===== src/scat_pkg.sv =====
// Constants shared by the scroll-area and tear-control command logic.
package scat_pkg;

  // ==========================================================================
  // Command codes
  localparam logic [7:0] CMD_SOFT_RESET = 8'h01;
  localparam logic [7:0] CMD_PARTIAL_DISPLAY = 8'h12;
  localparam logic [7:0] CMD_NORMAL_DISPLAY = 8'h13;
  localparam logic [7:0] CMD_SCROLL_REGION_DEFINE = 8'h33;
  localparam logic [7:0] CMD_TEAR_SIGNAL_DISABLE = 8'h34;
  localparam logic [7:0] CMD_TEAR_SIGNAL_ENABLE = 8'h35;
  localparam logic [7:0] CMD_SCROLL_START = 8'h37;

  // ==========================================================================
  // Layout values
  localparam int LINE_BITS = 9;
  localparam logic [2:0] SCROLL_PARAM_LAST = 3'h5;
  localparam logic [15:0] TOP_FIXED_RESET = 16'h0000;
  localparam logic [15:0] SCROLL_AREA_RESET = 16'h01e0;
  localparam logic [15:0] BOTTOM_FIXED_RESET = 16'h0000;
  localparam logic [39:0] SHADOW_RESET = 40'h00_0000_0000;

  // ==========================================================================
  // Interpreter states
  typedef enum logic [0:0] {
    SCAT_IDLE = 1'b0,
    SCAT_PARAM = 1'b1
  } scat_state_t;

endpackage : scat_pkg


===== src/scat_bus_if.sv =====
// Byte events passed from the bus capture stage to the command interpreter.
`timescale 1ns/1ns
`default_nettype none
interface scat_bus_if;
  logic byte_valid;
  logic is_param;
  logic [7:0] data;
  modport capture (output byte_valid, output is_param, output data);
  modport interp (input byte_valid, input is_param, input data);
endinterface : scat_bus_if
`default_nettype wire


===== src/scat_capture.sv =====
// Synchronises the host command bus pins and emits one event per written byte.
`timescale 1ns/1ns
`default_nettype none
module scat_capture (
  input wire logic i_core_clk,
  input wire logic i_reset,
  input wire logic i_write_strobe_n,
  input wire logic i_cmd_param_select,
  input wire logic [7:0] i_data,
  scat_bus_if.capture bus
);

  // ==========================================================================
  // State
  typedef struct packed {
    logic strobe_meta;
    logic strobe_sync;
    logic strobe_prev;
    logic select_meta;
    logic select_sync;
    logic [7:0] data_meta;
    logic [7:0] data_sync;
    logic valid;
    logic is_param;
    logic [7:0] data;
  } scat_cap_t;

  scat_cap_t cap_r;
  scat_cap_t cap_nxt;

  // ==========================================================================
  // Capture
  // Data and select ride the same two-stage path as the strobe, so they line up
  // with the detected edge as long as the host holds them a few cycles after it.
  always_comb begin
    cap_nxt = cap_r;
    cap_nxt.strobe_meta = i_write_strobe_n;
    cap_nxt.strobe_sync = cap_r.strobe_meta;
    cap_nxt.strobe_prev = cap_r.strobe_sync;
    cap_nxt.select_meta = i_cmd_param_select;
    cap_nxt.select_sync = cap_r.select_meta;
    cap_nxt.data_meta = i_data;
    cap_nxt.data_sync = cap_r.data_meta;
    cap_nxt.valid = cap_r.strobe_sync & ~cap_r.strobe_prev;
    if (cap_r.strobe_sync & ~cap_r.strobe_prev) begin
      cap_nxt.is_param = cap_r.select_sync;
      cap_nxt.data = cap_r.data_sync;
    end
  end

  always_ff @(posedge i_core_clk) begin
    if (i_reset) begin
      cap_r <= '{strobe_meta: 1'b1, strobe_sync: 1'b1, strobe_prev: 1'b1, select_meta: 1'b0,
                 select_sync: 1'b0, data_meta: 8'h00, data_sync: 8'h00, valid: 1'b0,
                 is_param: 1'b0, data: 8'h00};
    end else begin
      cap_r <= cap_nxt;
    end
  end

  assign bus.byte_valid = cap_r.valid;
  assign bus.is_param = cap_r.is_param;
  assign bus.data = cap_r.data;
endmodule : scat_capture
`default_nettype wire


===== src/scat_ctrl.sv =====
// Command interpreter for the scroll-region definition and tear-signal disable commands.
`timescale 1ns/1ns
`default_nettype none
// Overview of operation
// - Command 33h opens a scroll-region definition that takes exactly six parameter bytes.
// - The six bytes come high byte first as top fixed, scroll area, bottom fixed; low nine bits count.
// - With vertical refresh order 0 the top fixed area counts from the memory top, bottom from its bottom.
// - With vertical refresh order 1 the top fixed area counts from the memory bottom, bottom from its top.
// - The scroll area is a height in memory lines starting right after the leading fixed area.
// - All three counts are frame-memory line pointers, not panel line positions.
// - Any reset loads top fixed 0000h, scroll area 01E0h and bottom fixed 0000h.
// - Both commands are accepted in every display, idle and sleep state.
// - Normal display on or partial display on ends scroll mode.
// - Command 34h, with no parameters, disables the tear sync output.
// - Command 34h with the tear output already off leaves the tear, scroll mode and layout state unchanged.
// - The vertical refresh order is bit 4 of the memory access control setting.
module scat_ctrl (
  input wire logic i_core_clk,
  input wire logic i_reset,
  input wire logic i_write_strobe_n,
  input wire logic i_cmd_param_select,
  input wire logic [7:0] i_data,
  input wire logic i_vertical_refresh_order,
  input wire logic i_tear_timing,
  output logic [8:0] o_top_fixed_lines,
  output logic [8:0] o_scroll_area_lines,
  output logic [8:0] o_bottom_fixed_lines,
  output logic [8:0] o_scroll_first_line,
  output logic [8:0] o_scroll_last_line,
  output logic o_scroll_mode,
  output logic o_tear_enabled,
  output logic o_tear_sync_output
);

  // ==========================================================================
  // Helpers
  function automatic logic [8:0] scat_area_end(input logic [8:0] first, input logic [8:0] height);
    scat_area_end = 9'(first + height - 9'h001);
  endfunction : scat_area_end

  // ==========================================================================
  // State
  typedef struct packed {
    scat_pkg::scat_state_t state;
    logic [2:0] param_idx;
    logic [39:0] shadow;
    logic [15:0] top_fixed_lines;
    logic [15:0] scroll_area_lines;
    logic [15:0] bottom_fixed_lines;
    logic [8:0] scroll_first;
    logic [8:0] scroll_last;
    logic scroll_mode;
    logic tear_en;
    logic tear_out;
  } scat_ctrl_t;

  scat_ctrl_t s_r;
  scat_ctrl_t s_nxt;

  scat_bus_if bus ();

  scat_capture i_scat_capture (
    .i_core_clk(i_core_clk),
    .i_reset(i_reset),
    .i_write_strobe_n(i_write_strobe_n),
    .i_cmd_param_select(i_cmd_param_select),
    .i_data(i_data),
    .bus(bus.capture)
  );

  logic cmd_valid;
  logic param_valid;
  logic [8:0] lead_fixed;

  assign cmd_valid = bus.byte_valid & ~bus.is_param;
  assign param_valid = bus.byte_valid & bus.is_param;

  // ==========================================================================
  // Interpreter
  // No power or display state gates the decode, so the commands work while asleep.
  always_comb begin
    s_nxt = s_r;
    if (cmd_valid) begin
      s_nxt.state = scat_pkg::SCAT_IDLE;
      unique case (bus.data)
        scat_pkg::CMD_SCROLL_REGION_DEFINE: begin
          s_nxt.state = scat_pkg::SCAT_PARAM;
          s_nxt.param_idx = 3'h0;
        end
        scat_pkg::CMD_TEAR_SIGNAL_DISABLE: begin
          if (s_r.tear_en) begin
            s_nxt.tear_en = 1'b0;
          end
        end
        scat_pkg::CMD_TEAR_SIGNAL_ENABLE: begin
          s_nxt.tear_en = 1'b1;
        end
        scat_pkg::CMD_NORMAL_DISPLAY, scat_pkg::CMD_PARTIAL_DISPLAY: begin
          s_nxt.scroll_mode = 1'b0;
        end
        scat_pkg::CMD_SCROLL_START: begin
          s_nxt.scroll_mode = 1'b1;
        end
        scat_pkg::CMD_SOFT_RESET: begin
          s_nxt.top_fixed_lines = scat_pkg::TOP_FIXED_RESET;
          s_nxt.scroll_area_lines = scat_pkg::SCROLL_AREA_RESET;
          s_nxt.bottom_fixed_lines = scat_pkg::BOTTOM_FIXED_RESET;
          s_nxt.tear_en = 1'b0;
          s_nxt.scroll_mode = 1'b0;
        end
        default: begin
          s_nxt.state = scat_pkg::SCAT_IDLE;
        end
      endcase
    end else if (param_valid && s_r.state == scat_pkg::SCAT_PARAM) begin
      s_nxt.shadow = {s_r.shadow[31:0], bus.data};
      s_nxt.param_idx = 3'(s_r.param_idx + 3'h1);
      if (s_r.param_idx == scat_pkg::SCROLL_PARAM_LAST) begin
        // A definition cut short by another command never reaches this point.
        s_nxt.top_fixed_lines = s_r.shadow[39:24];
        s_nxt.scroll_area_lines = s_r.shadow[23:8];
        s_nxt.bottom_fixed_lines = {s_r.shadow[7:0], bus.data};
        s_nxt.state = scat_pkg::SCAT_IDLE;
      end
    end
    // Fixed and scroll bounds are line pointers into frame memory.
    s_nxt.scroll_first = lead_fixed;
    s_nxt.scroll_last = scat_area_end(lead_fixed, s_r.scroll_area_lines[8:0]);
    s_nxt.tear_out = s_r.tear_en & i_tear_timing;
  end

  // With reversed refresh the bottom fixed area sits at the memory top.
  assign lead_fixed = i_vertical_refresh_order ? s_r.bottom_fixed_lines[8:0]
                                               : s_r.top_fixed_lines[8:0];

  always_ff @(posedge i_core_clk) begin
    if (i_reset) begin
      s_r <= '{state: scat_pkg::SCAT_IDLE, param_idx: 3'h0, shadow: scat_pkg::SHADOW_RESET,
               top_fixed_lines: scat_pkg::TOP_FIXED_RESET,
               scroll_area_lines: scat_pkg::SCROLL_AREA_RESET,
               bottom_fixed_lines: scat_pkg::BOTTOM_FIXED_RESET,
               scroll_first: 9'h000, scroll_last: 9'h000, scroll_mode: 1'b0,
               tear_en: 1'b0, tear_out: 1'b0};
    end else begin
      s_r <= s_nxt;
    end
  end

  // ==========================================================================
  // Outputs
  assign o_top_fixed_lines = s_r.top_fixed_lines[8:0];
  assign o_scroll_area_lines = s_r.scroll_area_lines[8:0];
  assign o_bottom_fixed_lines = s_r.bottom_fixed_lines[8:0];
  assign o_scroll_first_line = s_r.scroll_first;
  assign o_scroll_last_line = s_r.scroll_last;
  assign o_scroll_mode = s_r.scroll_mode;
  assign o_tear_enabled = s_r.tear_en;
  assign o_tear_sync_output = s_r.tear_out;
endmodule : scat_ctrl
`default_nettype wire


===== config.mk =====
export PLATFORM = sky130hd
export DESIGN_NAME = scat_ctrl
export DESIGN_NICKNAME = d
export VERILOG_FILES = /design/src/scat_pkg.sv /design/src/scat_bus_if.sv /design/src/scat_capture.sv /design/src/scat_ctrl.sv
export SDC_FILE = /design/constraint.sdc
export NUM_CORES = 1
export LEC_CHECK = 0
export BUFFER_PORTS_ARGS = -buffer_cell sky130_fd_sc_hd__clkbuf_2
export CAP_MARGIN = 10
export CORE_MARGIN = 10
export CORE_UTILIZATION = 29
export CTS_CLUSTER_SIZE = 8
export DETAILED_ROUTE_END_ITERATION = 8
export GPL_ROUTABILITY_DRIVEN = 0
export PLACE_DENSITY = 0.57
export SLEW_MARGIN = 20
export SYNTH_ARGS = -nofsm -noshare
export SYNTH_HDL_FRONTEND = slang
export SYNTH_SLANG_ARGS = --single-unit

===== constraint.sdc =====
create_clock -name i_core_clk -period 3.1 [get_ports i_core_clk]
set_input_delay 0.155 -clock i_core_clk [delete_from_list [all_inputs] [get_ports i_core_clk]]
set_output_delay 0.155 -clock i_core_clk [all_outputs]
set_load 0.01 [all_outputs]

==> impl_table.tex <==
\begin{tabular}{lr}
\hline
Metric & Value \\
\hline
\multicolumn{2}{l}{\textbf{CTS}} \\
Clock tree root buffer cell & sky130\_fd\_sc\_hd\_\_clkbuf\_16 \\
Clk pin slew, worst setup/hold paths & 0.06 ns \\
Sink Count & 116 \\
Number of setup buffers added after CTS & 0 \\
TritonCTS buffer count & 17 \\
H-Tree Depth & 4 \\
Clock tree from TritonCTS & built \\
Clock latency at the later pin of the worst-skew pair & 0.42 ns \\
Quantity of gates resized following cts & 0 \\
Number of buffers inserted by hold repair at cts & 11 \\
Max Root-Sink Buffers & 2 \\
\multicolumn{2}{l}{\textbf{Synth}} \\
Fraction of the mapped netlist area in compound gates & 14.2\% \\
Post-synthesis mux area share & 1.92\% \\
Synthesized cell area & 0.00469 sq mm \\
Net count of the mapped netlist & 540 \\
Flops \& latches, synth & 116 \\
Most instantiated flip-flop cell in the synthesis netlist & sky130\_fd\_sc\_hd\_\_dfxtp\_1 \\
Adder-cell share of the synthesized area & 4.96\% \\
Average size of a mapped cell & $\sim$9.2 sq um \\
Dominant combinational cell family by area after synthesis & simple AND/OR/NAND/NOR gates \\
Simple-gate share of the synthesized area & $\sim$17\% \\
EDFF count, synth & 0 \\
Share of synthesized area occupied by flip-flops and latches & 49.5\% \\
Gate count of the mapped netlist & 508 \\
Share of synthesized registers carrying an async set or reset & 0\% \\
Yosys synthesis warning count & 0 \\
Number of different library cells in the post-synthesis netlist & 46 \\
Xor/xnor cell area share of the yosys netlist & less than 1\% \\
\multicolumn{2}{l}{\textbf{Cells and area}} \\
Ratio of cells with drive above 1 in the final layout & 20.0\% \\
Fill count & 1647 \\
Nets@finish & 565 \\
Post-Route Utilization & 34.9\% \\
Synth-to-layout area growth & 18.1\% \\
Seq. cell area & 0.00232 sq mm \\
Number of diodes added for antenna fixing & 0 \\
Area taken by multi-input logic gates & 0.00181 sq mm \\
\multicolumn{2}{l}{\textbf{Placed design}} \\
Place WS & 0.693 ns \\
Final HPWL from detailed placement & 7390 um \\
Count of input and output buffers & 61 \\
\multicolumn{2}{l}{\textbf{Power}} \\
Cell leakage power & 2.26 nW \\
Power density cells & 637 mW/mm\^{}2 \\
Worst vdd ir & 0.349 mV \\
Total chip power & 0.00353 W \\
\multicolumn{2}{l}{\textbf{Global route}} \\
All-layer global routing usage & 10.0\% \\
Antenna violations before repair & 0 \\
Pin count of the biggest net entering global routing & 74 \\
GRT Residual Overflow & 0 \\
Vias in the first global route & 3331 \\
Global-route wire length before repair & between 15000 and 20000 um \\
\multicolumn{2}{l}{\textbf{Worst setup path}} \\
Data arrival, critical path & 2.61 ns \\
Worst-path cell chain & mux2i\_1 > ha\_1 > inv\_1 > ha\_1 > a211oi\_1 > o21ai\_0 > a2111o\_1 > o21ai\_0 \\
Maximum fanout along the worst path & 3 \\
Type of origin of the critical path & flop \\
Crit path buf inv count & 1 \\
Setup Crit Path Kind & flop to flop \\
Required arrival time at the worst endpoint & 3.44 ns \\
Cell class contributing the biggest share of worst-path delay & compound AO/OA/AOI/OAI gates \\
Kind of capture point of the worst setup path & flop \\
Delay of the slowest cell on the worst path & 0.42 ns \\
Worst-path cell with the longest stage delay & sky130\_fd\_sc\_hd\_\_a2111o\_1 \\
\multicolumn{2}{l}{\textbf{Timing}} \\
Setup violation total in the final timing report & 0 \\
Clock Skew & 0.00930 ns \\
Transition time of the tightest slew-check pin & 0.859 ns \\
Relative max-transition margin & a little over two fifths \\
Maximum operating frequency & 441 MHz \\
RSZ-0062 raised after global routing & false \\
Max-slew violation count & 0 \\
Final Hold Violating Endpoints & 0 \\
Minimum clock period & 2.27 ns \\
Least setup slack across all paths after layout & 0.833 ns \\
Hold Worst Slack & roughly 0.16 ns \\
Final cycle utilization of the critical path & 73.1\% \\
Final-layout setup total negative slack & 0 ns \\
\multicolumn{2}{l}{\textbf{Floorplanning}} \\
Die X & roughly 150 um \\
Die H & 147 um \\
Total Die Area & around 0.022 sq mm \\
Cell Rows & 46 \\
Top-level port count & 62 \\
Starting density of the core & between 20\% and 30\% \\
Placeable core area & around 0.016 sq mm \\
\multicolumn{2}{l}{\textbf{Drt}} \\
Antenna violation net count after detailed routing & 0 \\
Number of search-and-repair iterations in the first detailed-routing pass & 5 \\
Vias after detailed routing & 3391 \\
Total Routed Length & 10600 um \\
WL per Instance & 13.9 um \\
Via count normalized by instance count & 4.45 \\
DRC marker count from the first detailed-route iteration & 191 \\
DRC errors left & 0 \\
\multicolumn{2}{l}{\textbf{Job}} \\
Total of max-cap violations & 0 \\
\multicolumn{2}{l}{\textbf{Hold path}} \\
Type of the tightest min-delay check & input pin to flop \\
\multicolumn{2}{l}{\textbf{Outcome}} \\
Run status & finished, final reports clean \\
\hline
\end{tabular}
-- per-layer routing --
| layer | wire length, um | vias up | track usage [%] |
|---|---|---|---|
| met4 | 223 | 0 | 4.96 |
| met5 | 0 | - | 0 |
| li1 | - | 1699 | - |
| met2 | 5150 | 83 | 16.2 |
| met1 | 4690 | 1590 | 11.7 |
| met3 | 547 | 19 | 3.44 |
-- state kept, by name (all words and copies together) (netlist names) --
name and count:
i_scat_capture.bus.is_param 1, o_scroll_first_line 9, o_scroll_last_line 9, i_scat_capture.cap_nxt 11, s_r 37, o_bottom_fixed_lines 9
o_scroll_mode 1, i_scat_capture.bus.byte_valid 1, o_tear_enabled 1, i_scat_capture.cap_r 10, i_scat_capture.bus.data 8, o_top_fixed_lines 9
o_tear_sync_output 1, o_scroll_area_lines 9
-- cell type report --
cell class / count / share of cell area, %
Clock inverter: 14 / 2.76
Multi-Input combinational cell: 295 / 32.7
Timing Repair Buffer: 76 / 8.04
Inverter: 27 / 1.83
Clock buffer: 18 / 7.93
Tap cell: 216 / 4.88
Sequential cell: 116 / 41.9
-- through the flow --
stage                     instances  cell area (sq um)
after floorplan                 508               4690
after global placement          719               4830
after detailed placement        719               4840
after CTS                       762               5540
after global routing            762               5540
final                           762               5540
-- synthesized netlist by cell type (all sizes together) (2+ instances only) --
cell	instances	area share, %
nand3	4	0.43
xnor2	3	0.56
o21ai	8	0.85
mux2i	9	1.9
and3	3	0.40
dfxtp	116	50
o31a	2	0.37
or3	2	0.27
nor2	20	1.6
buf	57	8.6
a211oi	4	0.64
inv	27	2.2
a21oi	47	5.0
a22oi	4	1.1
nor3	6	0.75
nor2b	22	2.9
or2	3	0.40
nand2	90	7.2
clkbuf	13	1.3
a22o	23	4.3
a31oi	2	0.27
ha	17	4.5
nand2b	6	0.80
nor3b	2	0.32
o21a	2	0.32
-- cell usage in the layout (no fill, tap or decap), types with 4 or more instances in the layout --
cell,n
sky130_fd_sc_hd__nand2b_1,6
sky130_fd_sc_hd__nand3_1,4
sky130_fd_sc_hd__clkbuf_2,60
sky130_fd_sc_hd__nor2b_1,22
sky130_fd_sc_hd__dfxtp_1,116
sky130_fd_sc_hd__dlygate4sd3_1,11
sky130_fd_sc_hd__mux2i_1,9
sky130_fd_sc_hd__buf_4,4
sky130_fd_sc_hd__clkbuf_16,17
sky130_fd_sc_hd__nor3_1,5
sky130_fd_sc_hd__nor2_1,20
sky130_fd_sc_hd__ha_1,17
sky130_fd_sc_hd__a22oi_2,4
sky130_fd_sc_hd__nand2_1,90
sky130_fd_sc_hd__inv_1,27
sky130_fd_sc_hd__o21ai_0,8
sky130_fd_sc_hd__a21oi_1,47
sky130_fd_sc_hd__clkinvlp_4,4
sky130_fd_sc_hd__a211oi_1,4
sky130_fd_sc_hd__a22o_1,23
-- worst paths after layout --
kind | cells after the start | start | slack (ns) | to
worst min register to register | 1 | i_scat_capture.cap_nxt[29]$_SDFF_PP1_ | 0.42 | i_scat_capture.cap_nxt[28]$_SDFF_PP1_
worst max register to register | 8 | o_bottom_fixed_lines[2]$_SDFFE_PP0P_ | 0.83 | o_scroll_last_line[8]$_SDFF_PP0_
worst max-delay path | 8 | o_bottom_fixed_lines[2]$_SDFFE_PP0P_ | 0.83 | o_scroll_last_line[8]$_SDFF_PP0_
worst min-delay path | 2 | i_reset | 0.16 | i_scat_capture.bus.byte_valid$_SDFF_PP0_
-- report_power, final --
part            total, W  internal [W]  switching (W)
clock network    0.00193       0.00121       0.000724
registers        0.00152       0.00151     0.00000627
logic          0.0000810     0.0000338      0.0000472
-- kinds of logic after synthesis --
family                   count (synthesis)
buffers and inverters                   97
XOR/XNOR                                 3
multiplexers                             9
flip-flops                             116
adder cells (fa/ha/maj)                 18
AND/OR/NAND/NOR                        166
AO/OA/AOI/OAI                           99
(Power assumes the default switching activity.)
